File: src/rtl/dac_regs_defines.vh
`ifndef DAC_REGS_DEFINES_VH
`define DAC_REGS_DEFINES_VH

`define ADDR_NO_OPERATION 6'h00
`define ADDR_PART_IDENTITY 6'h01
`define ADDR_ALARM_FLAGS 6'h02
`define ADDR_SERIAL_CONFIG 6'h03
`define ADDR_GENERAL_CONFIG 6'h04
`define ADDR_OUTPUT_POWER_DOWN 6'h09
`define ADDR_OUTPUT_RANGE_SELECT 6'h0a
`define ADDR_ACTION_TRIGGER 6'h0e
`define ADDR_OUTPUT_CODE 6'h10

`define RST_SERIAL_CONFIG 16'h0aa4
`define RST_GENERAL_CONFIG 16'h4000
`define RST_OUTPUT_POWER_DOWN 16'hffff
`define RST_ZERO 16'h0000

`define WMASK_SERIAL_CONFIG 16'h0e36
`define WMASK_GENERAL_CONFIG 16'h4000
`define WMASK_OUTPUT_POWER_DOWN 16'h0001
`define WMASK_OUTPUT_RANGE_SELECT 16'h000f

`define SC_THERMAL_FAULT_EN 11
`define SC_UPDATE_PENDING_FAULT_EN 10
`define SC_CHECKSUM_FAULT_EN 9
`define SC_DEVICE_SLEEP 5
`define SC_CHECKSUM_EN 4
`define SC_SERIAL_OUT_EN 2
`define SC_FAST_OUT_EDGE 1

`define GC_REFERENCE_OFF 14
`define TRG_SOFTWARE_CLEAR 9
`define TRG_ALARM_CLEAR 8

`define ST_CHECKSUM_ALARM 2
`define ST_UPDATE_BUSY 1
`define ST_OVER_TEMP_ALARM 0

`define FRAME_BITS_PLAIN 6'd24
`define FRAME_BITS_CHECKED 6'd32
`define CRC8_POLY 8'h07

`endif

File: src/rtl/dac_control_register_bank.v
// Summary of operation
// - Writing zero to no-operation changes nothing
// - Identity reads fixed part and revision codes
// - Status bit 1 shows converter not ready
// - Over-temperature sets bit 0, powers output down
// - Status resets zero, read-only, upper reserved
// - Serial config resets 0aa4, only listed bits writable
// - Read data returns in the following frame
// - Checksum failure discards write, sets alarm
// - Serial config bit 1 picks output edge
`timescale 1ns/1ns
`include "dac_regs_defines.vh"
module dac_control_register_bank #(
  // Arbitrary identity values
  parameter [13:0] PART_ID = 14'h0123,
  parameter [1:0] REVISION_CODE = 2'h0
) (
  input wire mclk,
  input wire rstn,
  input wire sclk,
  input wire sync_n,
  input wire sdi,
  input wire over_temp,
  input wire update_busy,
  output reg sdo_r,
  output reg sdo_oe_r,
  output reg fault_n_r,
  output reg [15:0] output_code_r,
  output reg output_load_r,
  output reg [3:0] output_range_select_r,
  output reg output_hold_off_r,
  output reg reference_off_r,
  output reg device_sleep_r
);

reg [15:0] serial_config_r;
reg [15:0] general_config_r;
reg output_off_r;
reg checksum_alarm_r;
reg over_temperature_alarm_r;
reg busy_r;
reg [31:0] rx_r;
reg [31:0] tx_r;
reg [5:0] bit_cnt_r;
reg [23:0] resp_r;
reg [23:0] resp_nxt;
reg [5:0] need_bits;
reg [23:0] frame;
reg crc_ok;
reg wr_ok;
reg alarm_clear;
wire sclk_rise;
wire sclk_fall;
wire frame_start;
wire frame_end;
wire crc_en;
wire shift_out;

function [7:0] crc8_24;
  input [23:0] d;
  integer i;
  reg [7:0] c;
  begin
    c = 8'h00;
    for (i = 23; i >= 0; i = i - 1) begin
      if (c[7] ^ d[i])
        c = {c[6:0], 1'b0} ^ `CRC8_POLY;
      else
        c = {c[6:0], 1'b0};
    end
    crc8_24 = c;
  end
endfunction

function [15:0] read_mux;
  input [5:0] a;
  input [15:0] sc;
  input [15:0] gc;
  input pd;
  input [2:0] st;
  begin
    case (a)
      `ADDR_PART_IDENTITY: read_mux = {PART_ID, REVISION_CODE};
      `ADDR_ALARM_FLAGS: read_mux = {13'h0000, st};
      `ADDR_SERIAL_CONFIG: read_mux = sc;
      `ADDR_GENERAL_CONFIG: read_mux = gc;
      `ADDR_OUTPUT_POWER_DOWN: read_mux = {15'h7fff, pd};
      default: read_mux = `RST_ZERO;
    endcase
  end
endfunction

serial_edges u_edges (
  .mclk(mclk),
  .rstn(rstn),
  .sclk(sclk),
  .sync_n(sync_n),
  .sclk_rise_r(sclk_rise),
  .sclk_fall_r(sclk_fall),
  .frame_start_r(frame_start),
  .frame_end_r(frame_end)
);

assign crc_en = serial_config_r[`SC_CHECKSUM_EN];
// Output edge chosen by the fast-edge bit
assign shift_out = serial_config_r[`SC_FAST_OUT_EDGE] ? sclk_fall :
                   sclk_rise;

always @* begin
  need_bits = crc_en ? `FRAME_BITS_CHECKED : `FRAME_BITS_PLAIN;
  frame = crc_en ? rx_r[31:8] : rx_r[23:0];
  crc_ok = ~crc_en | (crc8_24(rx_r[31:8]) == rx_r[7:0]);
  // Short frames are dropped; long ones keep their last bits
  wr_ok = frame_end & (bit_cnt_r >= need_bits) & crc_ok & ~frame[23];
  alarm_clear = wr_ok & (frame[21:16] == `ADDR_ACTION_TRIGGER) &
                frame[`TRG_ALARM_CLEAR];
  resp_nxt = {frame[23], ~crc_ok, frame[21:16],
              frame[23] ? read_mux(frame[21:16], serial_config_r,
                                   general_config_r, output_off_r,
                                   {checksum_alarm_r, busy_r,
                                    over_temperature_alarm_r})
                        : frame[15:0]};
end

always @(posedge mclk or negedge rstn) begin
  if (!rstn) begin
    rx_r <= 32'h00000000;
    bit_cnt_r <= 6'd0;
  end else if (frame_start) begin
    bit_cnt_r <= 6'd0;
  end else if (sclk_fall) begin
    rx_r <= {rx_r[30:0], sdi};
    if (bit_cnt_r != 6'h3f)
      bit_cnt_r <= bit_cnt_r + 6'd1;
  end
end

// Response captured at frame end, shifted out in the next frame
always @(posedge mclk or negedge rstn) begin
  if (!rstn) begin
    resp_r <= 24'h000000;
    tx_r <= 32'h00000000;
    sdo_r <= 1'b0;
    sdo_oe_r <= 1'b0;
  end else begin
    if (frame_end && bit_cnt_r >= need_bits)
      resp_r <= resp_nxt;
    if (frame_start) begin
      tx_r <= crc_en ? {resp_r, crc8_24(resp_r)} : {resp_r, 8'h00};
      sdo_r <= resp_r[23];
    end else if (shift_out) begin
      // Daisy chain: incoming bits ripple out behind the response
      tx_r <= {tx_r[30:0], sdi};
      sdo_r <= tx_r[30];
    end
    sdo_oe_r <= ~sync_n & serial_config_r[`SC_SERIAL_OUT_EN];
  end
end

always @(posedge mclk or negedge rstn) begin
  if (!rstn) begin
    serial_config_r <= `RST_SERIAL_CONFIG;
    general_config_r <= `RST_GENERAL_CONFIG;
    // Only bit 0 of the power-down word is stored; it resets high
    output_off_r <= 1'b1;
    output_range_select_r <= 4'h0;
    output_code_r <= `RST_ZERO;
    output_load_r <= 1'b0;
  end else begin
    output_load_r <= 1'b0;
    // Zero to no-operation and writes to read-only space fall through
    if (wr_ok) begin
      case (frame[21:16])
        `ADDR_SERIAL_CONFIG:
          serial_config_r <= (frame[15:0] & `WMASK_SERIAL_CONFIG) |
            (`RST_SERIAL_CONFIG & ~`WMASK_SERIAL_CONFIG);
        `ADDR_GENERAL_CONFIG:
          general_config_r <= frame[15:0] & `WMASK_GENERAL_CONFIG;
        `ADDR_OUTPUT_POWER_DOWN:
          output_off_r <= frame[0];
        `ADDR_OUTPUT_RANGE_SELECT:
          output_range_select_r <= frame[3:0];
        `ADDR_ACTION_TRIGGER: begin
          if (frame[`TRG_SOFTWARE_CLEAR]) begin
            output_code_r <= `RST_ZERO;
            output_load_r <= 1'b1;
          end
        end
        `ADDR_OUTPUT_CODE: begin
          output_code_r <= frame[15:0];
          output_load_r <= 1'b1;
        end
        default: begin
        end
      endcase
    end
  end
end

// Flags set by events only; a set beats a simultaneous clear
always @(posedge mclk or negedge rstn) begin
  if (!rstn) begin
    checksum_alarm_r <= 1'b0;
    over_temperature_alarm_r <= 1'b0;
    busy_r <= 1'b0;
  end else begin
    busy_r <= update_busy;
    if (frame_end && bit_cnt_r >= need_bits && !crc_ok)
      checksum_alarm_r <= 1'b1;
    else if (alarm_clear)
      checksum_alarm_r <= 1'b0;
    if (over_temp)
      over_temperature_alarm_r <= 1'b1;
    else if (alarm_clear)
      over_temperature_alarm_r <= 1'b0;
  end
end

always @(posedge mclk or negedge rstn) begin
  if (!rstn) begin
    fault_n_r <= 1'b1;
    output_hold_off_r <= 1'b1;
    reference_off_r <= 1'b1;
    device_sleep_r <= 1'b1;
  end else begin
    fault_n_r <= ~((over_temperature_alarm_r &
                    serial_config_r[`SC_THERMAL_FAULT_EN]) |
                   (busy_r &
                    serial_config_r[`SC_UPDATE_PENDING_FAULT_EN]) |
                   (checksum_alarm_r &
                    serial_config_r[`SC_CHECKSUM_FAULT_EN]));
    output_hold_off_r <= output_off_r | over_temperature_alarm_r;
    reference_off_r <= general_config_r[`GC_REFERENCE_OFF];
    device_sleep_r <= serial_config_r[`SC_DEVICE_SLEEP];
  end
end

endmodule // dac_control_register_bank

File: src/rtl/serial_edges.v
`timescale 1ns/1ns
module serial_edges (
  input wire mclk,
  input wire rstn,
  input wire sclk,
  input wire sync_n,
  output reg sclk_rise_r,
  output reg sclk_fall_r,
  output reg frame_start_r,
  output reg frame_end_r
);

reg sclk_d_r;
reg sync_n_d_r;

always @(posedge mclk or negedge rstn) begin
  if (!rstn) begin
    sclk_d_r <= 1'b0;
    sync_n_d_r <= 1'b1;
    sclk_rise_r <= 1'b0;
    sclk_fall_r <= 1'b0;
    frame_start_r <= 1'b0;
    frame_end_r <= 1'b0;
  end else begin
    sclk_d_r <= sclk;
    sync_n_d_r <= sync_n;
    sclk_rise_r <= sclk & ~sclk_d_r & ~sync_n;
    sclk_fall_r <= ~sclk & sclk_d_r & ~sync_n;
    frame_start_r <= sync_n_d_r & ~sync_n;
    frame_end_r <= ~sync_n_d_r & sync_n;
  end
end

endmodule // serial_edges

File: config.mk
export PLATFORM = sky130hd
export DESIGN_NAME = dac_control_register_bank
export DESIGN_NICKNAME = d
export VERILOG_FILES = /design/src/rtl/dac_control_register_bank.v /design/src/rtl/serial_edges.v
export VERILOG_INCLUDE_DIRS = /design/src /design/src/rtl
export SDC_FILE = /design/constraint.sdc
export NUM_CORES = 1
export LEC_CHECK = 0
export ABC_AREA = 1
export ABC_CLOCK_PERIOD_IN_PS = 3130
export BUFFER_PORTS_ARGS = -buffer_cell sky130_fd_sc_hd__buf_2
export CORE_UTILIZATION = 56
export CTS_CLUSTER_DIAMETER = 80
export DETAILED_ROUTE_END_ITERATION = 10
export PLACE_DENSITY = 0.73
export SETUP_SLACK_MARGIN = 0.4
export SLEW_MARGIN = 10
export SYNTH_ARGS = -nofsm -noshare
export SYNTH_HDL_FRONTEND = slang
export SYNTH_HIERARCHICAL = 1
export SYNTH_SLANG_ARGS = --single-unit
File: constraint.sdc
create_clock -name mclk -period 3.13 [get_ports mclk]
set_input_delay 0.1565 -clock mclk [delete_from_list [all_inputs] [get_ports mclk]]
set_output_delay 0.1565 -clock mclk [all_outputs]
set_load 0.05 [all_outputs]
# ---- After elaboration in Yosys (flattened, before gate mapping)
# Index checks and enable logic that the tools add are counted.
# W data, S select, Z words.
dict set report word_totals {
  ff_bits 138
  latch_bits 0
  ram_bits 0
  mem_bits_ro 0
  in_bits 7
  out_inout_bits 27
  word_cells 266
  mem_count 0
}
dict set report op_classes {
  addsub 1
  multipliers 0
  n_div 0
  order_cmp 1
  n_eq_ne 11
  shifts 0
  muxes 92
  n_bitwise 120
  n_reduce_logical 16
}
# cell n
set op_table {}
lappend op_table {{$mux W8} 24}
lappend op_table {{$mux W3} 48}
lappend op_table {{$not A3 Y3} 46}
lappend op_table {{$pmux W16 S5} 1}
lappend op_table {{$mux W31} 2}
lappend op_table {{$xor A1 B1 Y1} 41}
lappend op_table {{$mux W16} 2}
lappend op_table {{$pmux W16 S2} 1}
lappend op_table {{$mux W24} 1}
lappend op_table {{$mux W6} 4}
lappend op_table {{$eq A6 B4 Y1 const B} 3}
lappend op_table {{$and A1 B1 Y1} 15}
lappend op_table {{$eq A6 B2 Y1 const B} 2}
lappend op_table {{$reduce_and A2 Y1} 6}
lappend op_table {{$reduce_bool A2 Y1} 6}
lappend op_table {{$not A1 Y1} 9}
lappend op_table {{$eq A8 B8 Y1} 1}
lappend op_table {{$mux W1} 8}
lappend op_table {{$add A6 B1 Y6 const B} 1}
lappend op_table {{$eq A6 B1 Y1 const B} 1}
lappend op_table {{$eq A6 B3 Y1 const B} 1}
lappend op_table {{$eq A6 B5 Y1 const B} 1}
lappend op_table {{$ge A6 B6 Y1} 1}
lappend op_table {{$ne A6 B6 Y1 const B} 1}
lappend op_table {{other kinds (7)} 15}

# ---- Longest topological paths before layout
dict set report depth {
  word_depth 72
  ltp_mapped 24
  depth_no_buf 23
}

# ---- By module
# Netlist, hierarchy kept.
# mod n_inst cells_each area_per_inst_um2 seq_area_each_um2
set modules_own_cells {}
lappend modules_own_cells {dac_control_register_bank 1 1081 7880.1 3315.7}
lappend modules_own_cells {serial_edges 1 15 187.7 151.4}

# ---- Worst setup path after synthesis
# No wires, ideal clock.
dict set report synth_timing {
  kind {flip-flop to flip-flop}
  from {reg serial_config_r[4] (netlist: read_mux.sc[4])}
  to {reg output_code_r[10]}
  setup_time_ns 0.066
  arrival_ns 3.219
  required_time_ns 3.064
  setup_slack_ns -0.155
  path_stages_with_launch 16
  path_buffers 5
  synth_period_minus_slack_ns 3.285
  cell_sequence {dfrtp_1 -> buf_2 -> buf_1 -> clkbuf_1 -> clkbuf_1 -> inv_1 -> ha_1 -> nand2_1 -> nor2_1 -> a211oi_1 -> o21ai_0 -> nand2_1 -> nor2_1 -> clkbuf_1 -> nand4_1 -> nand2_1}
}
dict set report synth_between {
  elab_chain_cells 6
  word_cells_on_any_way 15
  cone_classes {1 x order compare; 3 x eq/ne; 3 x mux; 6 x bitwise; 2 x reduce/logical}
}
# element line
set synth_rtl {}
lappend synth_rtl {{start, declared} dac_control_register_bank.v:36} ;# reg [15:0] serial_config_r;
lappend synth_rtl {{start signal, assigned} dac_control_register_bank.v:162} ;# serial_config_r <= `RST_SERIAL_CONFIG;
lappend synth_rtl {{start signal, assigned} dac_control_register_bank.v:175} ;# serial_config_r <= (frame[15:0] & `WMASK_SERIAL_CONFIG) |
lappend synth_rtl {{$mux W6 (no line)} --}
lappend synth_rtl {{$ge A6 B6 Y1} dac_control_register_bank.v:114} ;# wr_ok = frame_end & (bit_cnt_r >= need_bits) & crc_ok & ~frame[23];
lappend synth_rtl {{$and A1 B1 Y1 (3 in a row)} dac_control_register_bank.v:114}
lappend synth_rtl {{$reduce_and A3 Y1 (no line)} --}
lappend synth_rtl {{end signal, assigned} dac_control_register_bank.v:167} ;# output_code_r <= `RST_ZERO;
lappend synth_rtl {{end signal, assigned} dac_control_register_bank.v:185} ;# output_code_r <= `RST_ZERO;
lappend synth_rtl {{end signal, assigned} dac_control_register_bank.v:190} ;# output_code_r <= frame[15:0];
lappend synth_rtl {{end, declared} dac_control_register_bank.v:28} ;# output reg [15:0] output_code_r,
# Several ways; a longest one is shown, not always the timed one.
# A chain may end at the register's enable or synchronous reset.

# ---- Worst setup path in the final report
dict set report layout_timing {
  from {reg rx_r[28]}
  to {reg output_code_r[0]}
}
dict set report layout_between {
  elab_chain_cells 23
  word_cells_on_any_way 54
  cone_classes {4 x eq/ne; 19 x mux; 29 x bitwise; 2 x reduce/logical}
}
# element line
set layout_rtl {}
lappend layout_rtl {{start, declared} dac_control_register_bank.v:42} ;# reg [31:0] rx_r;
lappend layout_rtl {{start signal, assigned} dac_control_register_bank.v:132} ;# rx_r <= {rx_r[30:0], sdi};
lappend layout_rtl {{$xor A1 B1 Y1} dac_control_register_bank.v:66} ;# if (c[7] ^ d[i])
lappend layout_rtl {{$mux W3} dac_control_register_bank.v:66}
lappend layout_rtl {{$not A3 Y3 (no line)} --}
lappend layout_rtl {{$mux W3} dac_control_register_bank.v:66}
lappend layout_rtl {{$not A3 Y3 (no line)} --}
lappend layout_rtl {{$mux W3} dac_control_register_bank.v:66}
lappend layout_rtl {{$xor A1 B1 Y1} dac_control_register_bank.v:66}
lappend layout_rtl {{$mux W3} dac_control_register_bank.v:66}
lappend layout_rtl {{[6 not listed]} --}
lappend layout_rtl {{$not A3 Y3 (no line)} --}
lappend layout_rtl {{$mux W3} dac_control_register_bank.v:66}
lappend layout_rtl {{$not A3 Y3 (no line)} --}
lappend layout_rtl {{$mux W3} dac_control_register_bank.v:66}
lappend layout_rtl {{$eq A8 B8 Y1} dac_control_register_bank.v:112} ;# crc_ok = ~crc_en | (crc8_24(rx_r[31:8]) == rx_r[7:0]);
lappend layout_rtl {{$or A1 B1 Y1} dac_control_register_bank.v:112}
lappend layout_rtl {{$and A1 B1 Y1 (2 in a row)} dac_control_register_bank.v:114}
lappend layout_rtl {{$reduce_and A3 Y1 (no line)} --}
# Several ways; a longest one is shown, not always the timed one.

==> insert_results.sql <==
INSERT INTO impl_metrics (metric_group, metric, value, unit) VALUES
('clock_network', 'cts_made_buffers', '17', ''),
('hold_path', 'hold_path_stages', '3', ''),
('grt', 'grt_antenna_before_repair', '0', ''),
('logic_synthesis', 'synthDominantCellAreaShare', '39.4', '%'),
('detailed_routing', 'post_drt_wl_per_cell', '16.4', 'um'),
('cells_and_area', 'most_frequent_cells_in_the_layout', 'nand2_1 (307), dfrtp_1 (118), inv_1 (99)', ''),
('timing', 'setup-violations-final', '0', ''),
('detailed_routing', 'drt-pass1-iter-count', '6', ''),
('timing', 'timing.setup.tns', '0', 'ps'),
('setup_path', 'ff2ff_setup_slack', '400', 'ps'),
('hold_path', 'min_from', 'sdi', ''),
('setup_path', 'cp_slowest_cell', 'dfrtp_2', ''),
('setup_path', 'critPathMaxStageDelay', '470', 'ps'),
('power_and_ir_drop', 'irDropWorstVdd', '0.000446', 'V'),
('clock_network', 'cts_num_sinks', '138', ''),
('clock_network', 'cts_tree', 'yes', ''),
('timing', 'clock_skew', '9.71', 'ps'),
('floorplan', 'fp.dieW', '122', 'um'),
('power_and_ir_drop', 'power_leakage', '4.74', 'nW'),
('setup_path', 'start_kind', 'flip-flop', ''),
('logic_synthesis', 'synth.top_cells.by_area', 'dfrtp_1 (39%), nand2_1 (19%), o21ai_0 (5.2%), inv_1 (4.8%), nand3_1 (3.8%)', ''),
('timing', 'finalCritPeriodShare', '87.3', '%'),
('setup_path', 'timing.critical_path.mode_cell', 'nand2_2', ''),
('grt', 'grt_pass1_wl', '33000', 'um'),
('cells_and_area', 'final_common_cell', 'nand2_1', ''),
('logic_synthesis', 'postSynthRegisterBits', '138', ''),
('floorplan', 'design.core.area', '14000', 'um2'),
('setup_path', 'worstPathRequired', '3440', 'ps'),
('logic_synthesis', 'synth.distinct_cells', '45', ''),
('timing', 'grt_setup_unrepaired', 'true', ''),
('setup_path', 'cell_by_cell_listing_of_the_critical_path', 'inv_4 > nand2_2 > nand2_4 > nand2_2 > nand2_4 > nand2_2 > nand2_4 > inv_2 > nand2_2 > nand2_2 > nand2_2 > nand2_2 > nand2_2 > nand2_4 > a21oi_2 > nand3_2 > nor2_4 > nand3_4 > nand2_8 > buf_12 > nand3_4 > nand2_2 > nand2_1', ''),
('detailed_routing', 'detail_route.iter0.violations', '735', ''),
('cells_and_area', 'area_growth', '21.9', '%'),
('floorplan', 'fp.dieArea', '14900', 'um2'),
('cells_and_area', 'diodes', '0', ''),
('logic_synthesis', 'mappedNetlistArea', '8070', 'um2'),
('logic_synthesis', 'post-synth-top-area-cell', 'dfrtp_1', ''),
('setup_path', 'crit_path_leading_delay_family', 'simple AND/OR/NAND/NOR gates', ''),
('logic_synthesis', 'syn_nets', '1108', ''),
('cells_and_area', 'design.final.nets', '1167', ''),
('logic_synthesis', 'postSynth.topFlopCell', 'dfrtp_1', ''),
('logic_synthesis', 'synth_async_sr_flop_share', '100', '%'),
('outcome', 'run_status', 'complete, no violations', ''),
('placed_design', 'placed_cells', '1287', ''),
('floorplan', 'num_io_pins', '34', ''),
('floorplan', 'initial_core_util', '57.7', '%'),
('placed_design', 'gp_congestion', '0.992', ''),
('placed_design', 'place_area', '8430', 'um2'),
('setup_path', 'critical_path_class', 'flip-flop to flip-flop', ''),
('timing', 'min_period', '2730', 'ps'),
('floorplan', 'die_y', '122', 'um'),
('hold_path', 'hp-class', 'input pin to flip-flop', ''),
('detailed_routing', 'antenna_violating_nets_post_route', '0', ''),
('cells_and_area', 'fraction_of_layout_cells_with_a_size_suffix_above_1', '27.1', '%'),
('timing', 'timing_worst_slew_pin_value', '768', 'ps'),
('logic_synthesis', 'synth_warnings', '6', ''),
('setup_path', 'cp_data_arrival_time', '3050', 'ps'),
('power_and_ir_drop', 'power.total', '4.61', 'mW'),
('grt', 'global_route.usage.total', '28.9', '%'),
('timing', 'slew_violations', '0', ''),
('cells_and_area', 'final_core_utilization', '70.3', '%'),
('logic_synthesis', 'synth_edf_count', '0', ''),
('job', 'drv.max_cap_violation_count', '0', ''),
('grt', 'largest_net_degree_at_the_start_of_global_routing', '82', ''),
('detailed_routing', 'postRouteWirelength', '22100', 'um'),
('placed_design', 'place_hpwl', '14700', 'um'),
('logic_synthesis', 'syn_avg_cell_area', '7.36', 'um2'),
('clock_network', 'cts.reportedPaths.clkPinSlew', '60', 'ps'),
('cells_and_area', 'final_cell_area', '9830', 'um2'),
('logic_synthesis', 'netlist_instances', '1096', ''),
('detailed_routing', 'route.vias.total', '7623', '');
[power breakdown]
group	switching, mW	total, mW	internal [mW]
sequential	0.0709	1.98	1.91
clock	0.777	2.13	1.35
combinational	0.340	0.510	0.170
[through the flow]
stage | hold WS [ps] | worst slack, ps
2_1_floorplan | -139 | 422
3_3_place_gp | 252 | 302
3_5_place_dp | 250 | 238
4_1_cts | 35.3 | 403
5_1_grt | 80.9 | 213
6_report | 48.5 | 397
[worst max path at each step]
stage                        start           endpoint  slack (ps)  depth (start not counted)
CTS                       rx_r[29]     read_mux.sc[4]         400                         22
finish                    rx_r[28]   output_code_r[0]         400                         23
detailed placement        rx_r[29]  output_code_r[11]         240                         22
global route              rx_r[26]   output_code_r[0]         210                         23
global placement          rx_r[29]   output_code_r[6]         300                         22
floorplan           read_mux.sc[4]   output_code_r[0]         420                         15
[synth_stat cells (11+ instances only)]
cell,number
dfstp_2,11
nor2_1,53
nand2_1,403
o21ai_0,84
clkbuf_1,29
xor2_1,20
a31oi_1,20
dfrtp_1,127
nand4_1,32
nand2_2,22
nand3_1,62
a21oi_1,31
inv_2,14
inv_1,104
[sequential cells by signal, indices dropped and copies added, names as in the netlist, 4 cells and up]
name,count
output_code_r,16
tx_r,31
bit_cnt_r,6
rx_r,32
read_mux.sc,7
output_range_select_r,4
resp_r,24
[layer usage]
metal | global-route usage, % | share of wire [%]
met5 | 0 | 0
met4 | 12.3 | 3.6
met3 | 5.20 | 5.7
met2 | 48.0 | 49
met1 | 37.1 | 41
[cell type report]
| type | count | area [um2] |
|---|---|---|
| clock inverters | 12 | 173 |
| fillers | 1095 | 4160 |
| multi-input cells | 803 | 4530 |
| well taps | 180 | 225 |
| flip-flops and latches | 138 | 3480 |
| clock buffers | 20 | 447 |
| inverters | 121 | 474 |
| repair buffers | 74 | 508 |
[logic make-up after synthesis]
kind of cell | synth area share, %
AND/OR/NAND/NOR | 31.7
buffers and inverters | 7.91
AO/OA/AOI/OAI | 10.8
flip-flops | 43.0
XOR/XNOR | 5.86
adder cells (fa/ha/maj) | 0.775
[what timing repair did]
action,4_1_cts,5_1_grt
hold buffers,5,0
resized for setup,1,172
setup buffers,1,19
pin swaps,1,55
endpoints found under the hold margin,77,0
gates cloned,2,2
setup endpoints to repair,29,54
[tightest hold or removal path, stage by stage]
cell,delay [ps]
buf_2,130
nand2_1,60
o21ai_0,80
(Power assumes the default switching activity.)
